$ cat src/rbr_pkg.sv
// shared constants of the radio data readout link
package rbr_pkg;
	// ---------------------------------------------------------------
	// frame layout
	// ---------------------------------------------------------------
	localparam int HDR_W = 4;
	localparam int UNIT_W = 32;
	localparam int SET_W = 12;
	localparam logic [3:0] HDR_READ = 4'ha;
	localparam logic [3:0] HDR_WRITE = 4'h6;
	// ---------------------------------------------------------------
	// settings word, first bit shifted is bit 0
	// ---------------------------------------------------------------
	localparam int SET_LOSS_SEL = 0;
	localparam int SET_LOSS_CRIT = 3;
	localparam int SET_ACQ_RULE = 4;
	localparam int SET_CLEAR = 5;
	localparam int SET_ASYNC_WR = 6;
	localparam int SET_CLIM = 7;
	localparam logic [11:0] SET_RST = 12'h102;
	localparam logic [11:0] SET_USED = 12'h3ff;
	// ---------------------------------------------------------------
	// readout unit fields
	// ---------------------------------------------------------------
	localparam int U_WORD = 16;
	localparam int U_FOUND = 15;
	localparam int U_CODE = 12;
	localparam int U_NEXT = 11;
	localparam int U_FILL = 9;
	localparam int U_TRAF = 8;
	localparam int U_SYNC = 7;
	localparam int U_ERR = 4;
	localparam logic [2:0] ERR_UNCORR = 3'h6;
	// ---------------------------------------------------------------
	// buffer and timing
	// ---------------------------------------------------------------
	localparam int BUF_DEPTH = 24;
	localparam int BP_MAX = 3;
	localparam int CLK_NS = 8;
	localparam int CLR_NS = 250;
	localparam int CLR_CYC = (CLR_NS + CLK_NS - 1) / CLK_NS + 1;
	localparam int HALF_CYC = 8;
	// ---------------------------------------------------------------
	// host register map
	// ---------------------------------------------------------------
	localparam logic [3:0] REG_CTRL = 4'h0;
	localparam logic [3:0] REG_SET = 4'h4;
	localparam logic [3:0] REG_STAT = 4'h8;
	localparam logic [3:0] REG_UNIT = 4'hc;
endpackage

$ cat src/rbr_link_if.sv
// four-wire serial link plus sync clear and sync state pins between controller and decoder
`timescale 1ns/1ps
interface rbr_link_if;
	logic link_clk;
	logic link_sel;
	logic link_din;
	logic link_dout;
	logic sync_clear_pin;
	logic sync_now;
	modport dev(input link_clk, input link_sel, input link_din, input sync_clear_pin,
		output link_dout, output sync_now);
	modport host(output link_clk, output link_sel, output link_din, output sync_clear_pin,
		input link_dout, input sync_now);
endinterface

$ cat src/rbr_dev_end.sv
// decoder end: block buffer, sync engine, serial readout and settings
// Behaviour
// RQ1: units of 32 bits, readable back to back
// RQ2: empty buffer shifts out all-zero units
// RQ3: interrupted unit rereads; last-bit-only means consumed
// RQ4: check bits never shifted out
// RQ5: header other than 1010 aborts read
// RQ6: offset_found flag carried; host ignores it
// RQ7: offset_code encodes A..E as 0..5
// RQ8: ram_next_avail set when another block waits
// RQ9: fill level encodes remaining stored blocks
// RQ10: traffic_id_detect reports traffic tone
// RQ11: sync_flag at receipt; pin shows present
// RQ12: err_count 0..5, 6 uncorrectable
// RQ13: over correct_limit reports uncorrectable
// RQ14: rds_word MSB first, raw if uncorrectable
// RQ15: host writes reserved bits as zero
// RQ16: loss_criterion picks order or uncorrectable count
// RQ17: loss_count_sel threshold table, reset gives 5
// RQ18: acquire on 2 of 3 or 2 consecutive
// RQ19: clear holds unsync, then backward-protection write
// RQ20: host clears by setting or pin pulse
// RQ21: host clears after each retune
// RQ22: async_write_enable also stores unsynchronized blocks
// RQ23: settings take initial values at reset
`timescale 1ns/1ps
module rbr_dev_end import rbr_pkg::*; #(
	parameter int DEPTH = BUF_DEPTH
) (
	// clock and reset
	input wire logic clk,
	input wire logic rst_n,
	input wire logic clk_en,
	// link
	rbr_link_if.dev link,
	// decoder blocks
	input wire logic blk_valid,
	input wire logic [15:0] blk_word,
	input wire logic blk_offset_found,
	input wire logic [2:0] blk_offset_code,
	input wire logic blk_order_ok,
	input wire logic [2:0] blk_err_bits,
	input wire logic traffic_tone
);
	typedef enum logic [2:0] {L_IDLE, L_HDR, L_READ, L_WRITE, L_SKIP} rbr_lnk_e;
	localparam int PW = $clog2(DEPTH + 1);

	// ---------------------------------------------------------------
	// helpers
	// ---------------------------------------------------------------
	function automatic logic [PW-1:0] wrap_add(input logic [PW-1:0] a, input logic [PW:0] b);
		logic [PW+1:0] s;
		s = {2'b00, a} + {1'b0, b};
		if (s >= (PW+2)'(DEPTH)) begin
			s = s - (PW+2)'(DEPTH);
		end
		return s[PW-1:0];
	endfunction

	function automatic logic [4:0] loss_thr(input logic [2:0] sel);
		case (sel)
			3'h0: return 5'h03;
			3'h1: return 5'h04;
			3'h2: return 5'h05;
			3'h3: return 5'h06;
			3'h4: return 5'h08;
			3'h5: return 5'h0a;
			3'h6: return 5'h0c;
			default: return 5'h10;
		endcase
	endfunction

	function automatic logic [1:0] fill_enc(input logic [PW-1:0] n);
		if (n >= PW'(24)) return 2'h3;
		if (n >= PW'(16)) return 2'h2;
		if (n >= PW'(8)) return 2'h1;
		return 2'h0;
	endfunction

	// ---------------------------------------------------------------
	// pin synchronisers
	// ---------------------------------------------------------------
	logic [3:0] pins_s;
	logic lclk_d_reg;
	logic rise;
	logic fall;

	rbr_sync2 #(.W(4)) u_sync (
		.clk(clk),
		.rst_n(rst_n),
		.clk_en(clk_en),
		.d({link.link_clk, link.link_sel, link.link_din, link.sync_clear_pin}),
		.q(pins_s)
	);

	always_ff @(posedge clk or negedge rst_n) begin
		if (!rst_n) begin
			lclk_d_reg <= 1'b0;
		end else if (clk_en) begin
			lclk_d_reg <= pins_s[3];
		end
	end

	assign rise = pins_s[3] & ~lclk_d_reg & pins_s[2];
	assign fall = ~pins_s[3] & lclk_d_reg & pins_s[2];

	// ---------------------------------------------------------------
	// settings and block classification
	// ---------------------------------------------------------------
	logic [11:0] set_reg;
	logic [2:0] err_rep;
	logic clear_act;
	logic synced_reg;
	logic [1:0] hist_reg;
	logic [4:0] loss_reg;
	logic acquire;
	logic bad;
	logic [1:0] ok_sum;

	// sync pin or setting, either one clears
	assign clear_act = set_reg[SET_CLEAR] | pins_s[0];
	// RQ13: limit forces uncorrectable
	assign err_rep = (blk_err_bits >= ERR_UNCORR || blk_err_bits > set_reg[SET_CLIM +: 3]) ?
		ERR_UNCORR : blk_err_bits;
	assign ok_sum = {1'b0, blk_order_ok} + {1'b0, hist_reg[0]} + {1'b0, hist_reg[1]};
	// RQ18: acquisition rule select
	assign acquire = set_reg[SET_ACQ_RULE] ? (blk_order_ok & hist_reg[0]) : (ok_sum >= 2'd2);
	// RQ16: loss criterion select
	assign bad = set_reg[SET_LOSS_CRIT] ? (err_rep == ERR_UNCORR) : ~blk_order_ok;

	// ---------------------------------------------------------------
	// sync engine
	// ---------------------------------------------------------------
	always_ff @(posedge clk or negedge rst_n) begin
		if (!rst_n) begin
			synced_reg <= 1'b0;
			hist_reg <= 2'b00;
			loss_reg <= 5'h00;
		end else if (clk_en) begin
			if (clear_act) begin
				// RQ19: held unsynchronized
				synced_reg <= 1'b0;
				hist_reg <= 2'b00;
				loss_reg <= 5'h00;
			end else if (blk_valid) begin
				hist_reg <= {hist_reg[0], blk_order_ok};
				loss_reg <= bad ? loss_reg + 5'h01 : 5'h00;
				if (!synced_reg && acquire) begin
					synced_reg <= 1'b1;
					loss_reg <= 5'h00;
				end else if (synced_reg && bad &&
					loss_reg + 5'h01 >= loss_thr(set_reg[SET_LOSS_SEL +: 3])) begin
					// RQ17: consecutive-block threshold
					synced_reg <= 1'b0;
					hist_reg <= 2'b00;
				end
			end
		end
	end

	// RQ11: pin tracks present state
	assign link.sync_now = synced_reg;

	// ---------------------------------------------------------------
	// block buffer
	// ---------------------------------------------------------------
	logic [24:0] mem [DEPTH];
	logic [PW-1:0] rd_ptr_reg;
	logic [PW-1:0] cnt_reg;
	logic [1:0] pend_reg;
	logic push;
	logic commit;
	logic roll;
	logic pop;
	logic [PW-1:0] wr_pos;

	assign push = blk_valid & ~clear_act & (32'(cnt_reg) + 32'(pend_reg) < DEPTH);
	// RQ22: store gating by sync and setting
	assign commit = synced_reg | set_reg[SET_ASYNC_WR] | acquire;
	assign roll = ~commit & (32'(pend_reg) == BP_MAX);
	assign wr_pos = roll ? wrap_add(rd_ptr_reg, {1'b0, cnt_reg}) :
		wrap_add(rd_ptr_reg, {1'b0, cnt_reg} + {{(PW-1){1'b0}}, pend_reg});

	always_ff @(posedge clk) begin
		if (clk_en && push) begin
			// RQ4: check bits are never stored
			mem[wr_pos] <= {blk_word, blk_offset_found, blk_offset_code, traffic_tone,
				synced_reg, err_rep};
		end
	end

	always_ff @(posedge clk or negedge rst_n) begin
		if (!rst_n) begin
			rd_ptr_reg <= '0;
			cnt_reg <= '0;
			pend_reg <= 2'b00;
		end else if (clk_en) begin
			if (clear_act) begin
				rd_ptr_reg <= '0;
				cnt_reg <= '0;
				pend_reg <= 2'b00;
			end else begin
				if (pop) begin
					rd_ptr_reg <= wrap_add(rd_ptr_reg, (PW+1)'(1));
				end
				if (push && commit) begin
					// RQ19: backward-protection blocks committed
					cnt_reg <= cnt_reg + PW'(pend_reg) + PW'(1) - PW'(pop);
					pend_reg <= 2'b00;
				end else begin
					cnt_reg <= cnt_reg - PW'(pop);
					if (push) begin
						pend_reg <= roll ? 2'b01 : pend_reg + 2'b01;
					end
				end
			end
		end
	end

	// ---------------------------------------------------------------
	// readout unit
	// ---------------------------------------------------------------
	logic [24:0] head;
	logic [PW-1:0] rem;
	logic [31:0] unit;

	assign head = mem[rd_ptr_reg];
	assign rem = cnt_reg - PW'(1);

	always_comb begin
		unit = '0;
		if (cnt_reg != '0) begin
			// RQ14: word sent msb first
			unit[U_WORD +: 16] = head[24:9];
			// RQ6: offset_found carried as flag
			unit[U_FOUND] = head[8];
			// RQ7: offset_code field
			unit[U_CODE +: 3] = head[7:5];
			// RQ8: another block waits
			unit[U_NEXT] = (rem != '0);
			// RQ9: remaining block level
			unit[U_FILL +: 2] = fill_enc(rem);
			// RQ10: traffic tone flag
			unit[U_TRAF] = head[4];
			// RQ11: sync at receipt
			unit[U_SYNC] = head[3];
			// RQ12: corrected bit count
			unit[U_ERR +: 3] = head[2:0];
		end
	end

	// ---------------------------------------------------------------
	// link framing
	// ---------------------------------------------------------------
	rbr_lnk_e st_reg;
	logic [4:0] bcnt_reg;
	logic [2:0] hdr_reg;
	logic [31:0] sh_reg;
	logic real_reg;
	logic [11:0] wsh_reg;
	logic dout_reg;

	assign pop = (st_reg == L_READ) & rise & (bcnt_reg == 5'd30) & real_reg & (cnt_reg != '0);

	always_ff @(posedge clk or negedge rst_n) begin
		if (!rst_n) begin
			st_reg <= L_IDLE;
			bcnt_reg <= 5'd0;
			hdr_reg <= 3'h0;
			sh_reg <= '0;
			real_reg <= 1'b0;
			wsh_reg <= '0;
			dout_reg <= 1'b0;
		end else if (clk_en) begin
			if (!pins_s[2]) begin
				st_reg <= L_IDLE;
				dout_reg <= 1'b0;
			end else begin
				case (st_reg)
					L_IDLE: begin
						st_reg <= L_HDR;
						bcnt_reg <= 5'd0;
					end
					L_HDR: if (rise) begin
						hdr_reg <= {hdr_reg[1:0], pins_s[1]};
						bcnt_reg <= bcnt_reg + 5'd1;
						if (bcnt_reg == 5'(HDR_W - 1)) begin
							bcnt_reg <= 5'd0;
							if ({hdr_reg, pins_s[1]} == HDR_READ) begin
								st_reg <= L_READ;
								sh_reg <= unit;
								real_reg <= (cnt_reg != '0);
							end else if ({hdr_reg, pins_s[1]} == HDR_WRITE) begin
								st_reg <= L_WRITE;
							end else begin
								// RQ5: bad header aborts read
								st_reg <= L_SKIP;
							end
						end
					end
					L_READ: begin
						if (rise) begin
							// RQ3: consumed once 31 bits read
							if (bcnt_reg == 5'd31) begin
								// RQ1: next unit back to back
								bcnt_reg <= 5'd0;
								sh_reg <= unit;
								// RQ2: empty gives zero unit
								real_reg <= (cnt_reg != '0);
							end else begin
								bcnt_reg <= bcnt_reg + 5'd1;
							end
						end else if (fall) begin
							dout_reg <= sh_reg[31];
							sh_reg <= {sh_reg[30:0], 1'b0};
						end
					end
					L_WRITE: if (rise) begin
						wsh_reg <= {pins_s[1], wsh_reg[11:1]};
						bcnt_reg <= bcnt_reg + 5'd1;
						if (bcnt_reg == 5'(SET_W - 1)) begin
							st_reg <= L_SKIP;
						end
					end
					L_SKIP: st_reg <= L_SKIP;
					default: st_reg <= L_IDLE;
				endcase
			end
		end
	end

	assign link.link_dout = dout_reg;

	// ---------------------------------------------------------------
	// settings register
	// ---------------------------------------------------------------
	always_ff @(posedge clk or negedge rst_n) begin
		if (!rst_n) begin
			// RQ23: initial settings
			set_reg <= SET_RST;
		end else if (clk_en && st_reg == L_WRITE && rise && bcnt_reg == 5'(SET_W - 1)) begin
			set_reg <= {pins_s[1], wsh_reg[11:1]} & SET_USED;
		end
	end
endmodule // rbr_dev_end

$ cat src/rbr_sync2.sv
// two-flop synchroniser for pin inputs
`timescale 1ns/1ps
module rbr_sync2 #(
	parameter int W = 1
) (
	// clock and reset
	input wire logic clk,
	input wire logic rst_n,
	input wire logic clk_en,
	// data
	input wire logic [W-1:0] d,
	output logic [W-1:0] q
);
	logic [W-1:0] meta_reg;

	always_ff @(posedge clk or negedge rst_n) begin
		if (!rst_n) begin
			meta_reg <= '0;
			q <= '0;
		end else if (clk_en) begin
			meta_reg <= d;
			q <= meta_reg;
		end
	end
endmodule // rbr_sync2

$ cat src/flat_wrapper.sv
// flat-port wrapper written by rule: the top's interface ports become plain ports
module rbr_dev_end_flat import rbr_pkg::*;
#(
	parameter int DEPTH = BUF_DEPTH
)
  (clk, rst_n, clk_en, blk_valid, blk_word, blk_offset_found, blk_offset_code, blk_order_ok, blk_err_bits, traffic_tone, link_link_clk, link_link_sel, link_link_din, link_sync_clear_pin, link_link_dout, link_sync_now);
  rbr_link_if link_i ();
  input wire logic clk;
  input wire logic rst_n;
  input wire logic clk_en;
  input wire logic blk_valid;
  input wire logic [15:0] blk_word;
  input wire logic blk_offset_found;
  input wire logic [2:0] blk_offset_code;
  input wire logic blk_order_ok;
  input wire logic [2:0] blk_err_bits;
  input wire logic traffic_tone;
  input wire logic [$bits(link_i.link_clk)-1:0] link_link_clk;
  input wire logic [$bits(link_i.link_sel)-1:0] link_link_sel;
  input wire logic [$bits(link_i.link_din)-1:0] link_link_din;
  input wire logic [$bits(link_i.sync_clear_pin)-1:0] link_sync_clear_pin;
  output wire logic [$bits(link_i.link_dout)-1:0] link_link_dout;
  output wire logic [$bits(link_i.sync_now)-1:0] link_sync_now;
  assign link_i.link_clk = link_link_clk;
  assign link_i.link_sel = link_link_sel;
  assign link_i.link_din = link_link_din;
  assign link_i.sync_clear_pin = link_sync_clear_pin;
  assign link_link_dout = link_i.link_dout;
  assign link_sync_now = link_i.sync_now;
  rbr_dev_end #(.DEPTH(DEPTH)) u_core (.clk(clk), .rst_n(rst_n), .clk_en(clk_en), .link(link_i), .blk_valid(blk_valid), .blk_word(blk_word), .blk_offset_found(blk_offset_found), .blk_offset_code(blk_offset_code), .blk_order_ok(blk_order_ok), .blk_err_bits(blk_err_bits), .traffic_tone(traffic_tone));
endmodule
$ cat config.mk
export PLATFORM = sky130hd
export DESIGN_NAME = rbr_dev_end_flat
export DESIGN_NICKNAME = d
export VERILOG_FILES = /design/src/rbr_pkg.sv /design/src/rbr_link_if.sv /design/src/rbr_dev_end.sv /design/src/rbr_sync2.sv /design/src/flat_wrapper.sv
export SDC_FILE = /design/constraint.sdc
export NUM_CORES = 1
export LEC_CHECK = 0
export BUFFER_PORTS_ARGS = -buffer_cell sky130_fd_sc_hd__buf_4
export CORE_MARGIN = 2
export CORE_UTILIZATION = 62
export DETAILED_ROUTE_END_ITERATION = 6
export HOLD_SLACK_MARGIN = 0.08
export PLACE_DENSITY = 0.78
export SKIP_LAST_GASP = 1
export SYNTH_ARGS = -nofsm -noshare
export SYNTH_HDL_FRONTEND = slang
export SYNTH_SLANG_ARGS = --single-unit
$ cat constraint.sdc
create_clock -name clk -period 13.35 [get_ports clk]
set_input_delay 1.335 -clock clk [delete_from_list [all_inputs] [get_ports clk]]
set_output_delay 1.335 -clock clk [all_outputs]
set_load 0.03 [all_outputs]
==> impl_metrics.toml <==
[setup_path]
cpPeakStageDelay_ps = 890
slowest_stage = "clkinv_1"
r2r_end = "u_core.mem[11][20]"
path_class = "reg2reg"
critPathCaptureType = "flip-flop"
cp_cell_sequence = "clkinv_1 > fa_1 > inv_1 > ha_1 > inv_1 > fa_1 > xor2_1 > inv_1 > ha_1 > nor2_1 > o31ai_1 > a31oi_4 > nor3b_2 > o31ai_4 > nor2_4"
critical_path.max_fanout = 29
worstPathArrival_ps = 6360
cp.required_ps = 13570
critPathMostFrequentCell = "inv_1"
timing.rr.start = "u_core.rd_ptr_reg[1]"
worst_setup_path_start_kind = "flip-flop"
r2r_cells = 15
rrSetupSlack_ps = 7210

[finish]
fin_cells = 2314
largest_reg_flops = 600
n_antenna_cell = 0
n_fill_cell = 2744
drive_above_1_share = 0.236
nNetsFinal = 1736
synthToLayoutAreaGrowth_pct = 11.1

[synthesis]
ys_warn_count = 0
synth_seq_cells = 691
syn-cell-area_um2 = 28800
async_flop_share = 0.132
ys_top_cells_by_area = "edfxtp_1, mux4_2, dfrtp_1"
yosys.area.top_type = "edfxtp_1"
synth_edf_count = 600
seq_area_frac_synth = 0.706
syn_nets = 1684
ys_types = 76
synth_top_cell_area_share = 0.627
synth_top_flop_cell = "edfxtp_1"
syn_area_per_cell_um2 = 17.9
postSynthCellCount = 1606

[hold_path]
hp-start = "u_core.u_sync.meta_reg[3]"
worst_hold_path.endpoint = "u_core.u_sync.q[3]"
min_path_type = "reg2reg"
holdPathStages = 1

[clock_network]
path_clk_slew_ps = 60
cts_resized = 0
clock_path_buffers = 3
cts-htree-levels = 3
cts_setup_buffers = 0
clk_latency_ps = 610
cts_inserted_buffers = 69
cts_hold_buf = 0
cts_num_sinks = 691
root_buffer = "clkbuf_16"
cts_tree = "done"

[drt]
dr.pass1.iters = 5
via_per_inst = 6.77
drt_iter0_drc = 1816
ant_nets = 0
postRouteWirelength_um = 65400
wire_per_inst_um = 28.3
drcViolationCount = 0
num_vias = 15700

[grt]
busiest_layer = "met2"
grt_use_total = 0.284
grt_use_met1 = 0.399
grt.overflow.total = 0
grt_pass1_wl_um = 99200
met2_usage = 0.456
grt_pass1_vias = 15800
grt_max_degree = 116
met3_usage = 0.0574
antenna_found_initial = 3

[timing]
rsz0062_at_grt = "false"
maxSlewViolCount = 0
fin_setup_tns_ps = 0
tightest_slew_ps = 1220
period_share = 0.460
finalCriticalPeriod_ps = 6140
setup_viol = 0
whs_ps = 497
fin_skew_ps = 22.2
fmax_mhz = 163
final_hold_viol_count = 0
slew_headroom = 0.190

[placement]
dp_cells = 2187
io_buffers = 34
gp_congestion = 0.838
hpwl_um = 37100

[pwr]
p_per_area_nw_per_um2 = 141
vdd_drop_max_mv = 0.188
power_mw = 4.52
p_leak_nw = 10.4

[floorplanning]
num_rows = 78
fp.coreArea_um2 = 45600
initial_utilization = 0.631
die_y_um = 219
die_w_um = 219
die_area_um2 = 48100
ios = 35

[flow_run]
cap_violations = 0

[status]
status = "completed"
layer usage:
metal	share of wire	wire length, um
met4	0.026	1720
met3	0.083	5420
met5	0.00014	9
met1	0.40	25900
met2	0.49	32300
cells by family (layout without fill, tap and decap cells):
logic type	count (synthesis)	in the layout	share of synthesized area
simple gates	266	266	0.0454
flops	691	691	0.706
fa+ha+maj	45	45	0.0217
buf+inv	113	221	0.0171
mux	235	235	0.149
xor+xnor	12	12	0.00366
compound gates	244	244	0.0575
critical path: cells and delay by family, from the launching register on:
| kind | cells | cell delay, ps |
|---|---|---|
| simple gates | 3 | 1130 |
| fa+ha+maj | 4 | 1630 |
| flops | 1 | 700 |
| xor+xnor | 1 | 440 |
| buf+inv | 4 | 1210 |
| compound gates | 3 | 620 |
final cells by class:
cell class | instances | area, um2 | area share
clock inverters | 37 | 329 | 0.0103
well taps | 600 | 751 | 0.0235
inverters | 32 | 120 | 0.00376
multi-input cells | 802 | 8120 | 0.254
repair buffers | 62 | 478 | 0.0150
flip-flops and latches | 691 | 20300 | 0.636
clock buffers | 90 | 1850 | 0.0578
cell usage after synthesis, types with 4 or more instances:
library cell / instances
nor3_1: 26
a211oi_1: 7
mux4_2: 150
and3_1: 9
buf_1: 6
clkbuf_1: 39
a21o_1: 8
o31ai_1: 6
fa_1: 8
a32o_1: 7
nand4b_1: 4
edfxtp_1: 600
xor2_1: 5
nand2b_1: 12
o21a_1: 4
o22ai_1: 5
a32oi_1: 26
nor2_1: 42
ha_1: 37
inv_1: 30
o21ai_0: 50
a21oi_1: 66
dfrtp_1: 89
nor2b_1: 12
mux2i_1: 49
buf_4: 9
buf_2: 27
xnor2_1: 7
nand2_1: 114
a22oi_1: 25
or2_2: 5
mux2_2: 36
a31oi_1: 6
nand3_1: 14
report_power, final:
| part | leakage (nW) | internal, mW | switching, mW | total (mW) |
|---|---|---|---|---|
| Sequential | 6.62 | 2.39 | 0.0451 | 2.44 |
| Combinational | 2.75 | 0.0766 | 0.146 | 0.222 |
| Clock | 1.06 | 1.05 | 0.810 | 1.86 |
| Total | 10.4 | 3.52 | 1.00 | 4.52 |
through the flow:
step	instance area (um2)	setup slack (ps)	utilization
CTS	32000	7160	0.701
floorplan	28800	7420	-
detailed placement	29800	7230	0.653
global placement	29800	7320	0.653
finish	32000	7210	0.701
global route	32000	6930	0.701
worst max-delay path by stage:
stage | cells after the start | start | slack [ps] | end
floorplan | 17 | u_core.rd_ptr_reg[1] | 7420 | u_core.mem[5][0]
finish | 15 | u_core.rd_ptr_reg[1] | 7210 | u_core.mem[11][20]
global placement | 15 | u_core.rd_ptr_reg[1] | 7320 | u_core.mem[9][20]
global route | 15 | u_core.rd_ptr_reg[1] | 6930 | u_core.mem[11][20]
detailed placement | 15 | u_core.rd_ptr_reg[1] | 7230 | u_core.mem[11][20]
CTS | 15 | u_core.rd_ptr_reg[1] | 7160 | u_core.mem[11][24]
layout by cell type (no fill, tap or decap), types with 8 or more instances in the layout:
cell / n
mux2i_1: 49
mux4_2: 150
a21oi_1: 66
a22oi_1: 25
nor3_2: 17
fa_1: 8
a32oi_1: 26
inv_1: 30
clkinv_2: 14
nor2_4: 8
nor3_1: 9
buf_4: 61
nand2_1: 114
nor2_1: 31
o21ai_0: 50
nand2b_1: 12
nor2b_1: 12
a21o_1: 8
mux2_2: 36
and3_1: 9
edfxtp_1: 600
dfrtp_1: 86
clkinv_1: 10
ha_1: 37
clkbuf_16: 70
clkbuf_1: 18
nand3_1: 14
No activity file was read; power rests on OpenSTA's default activity.
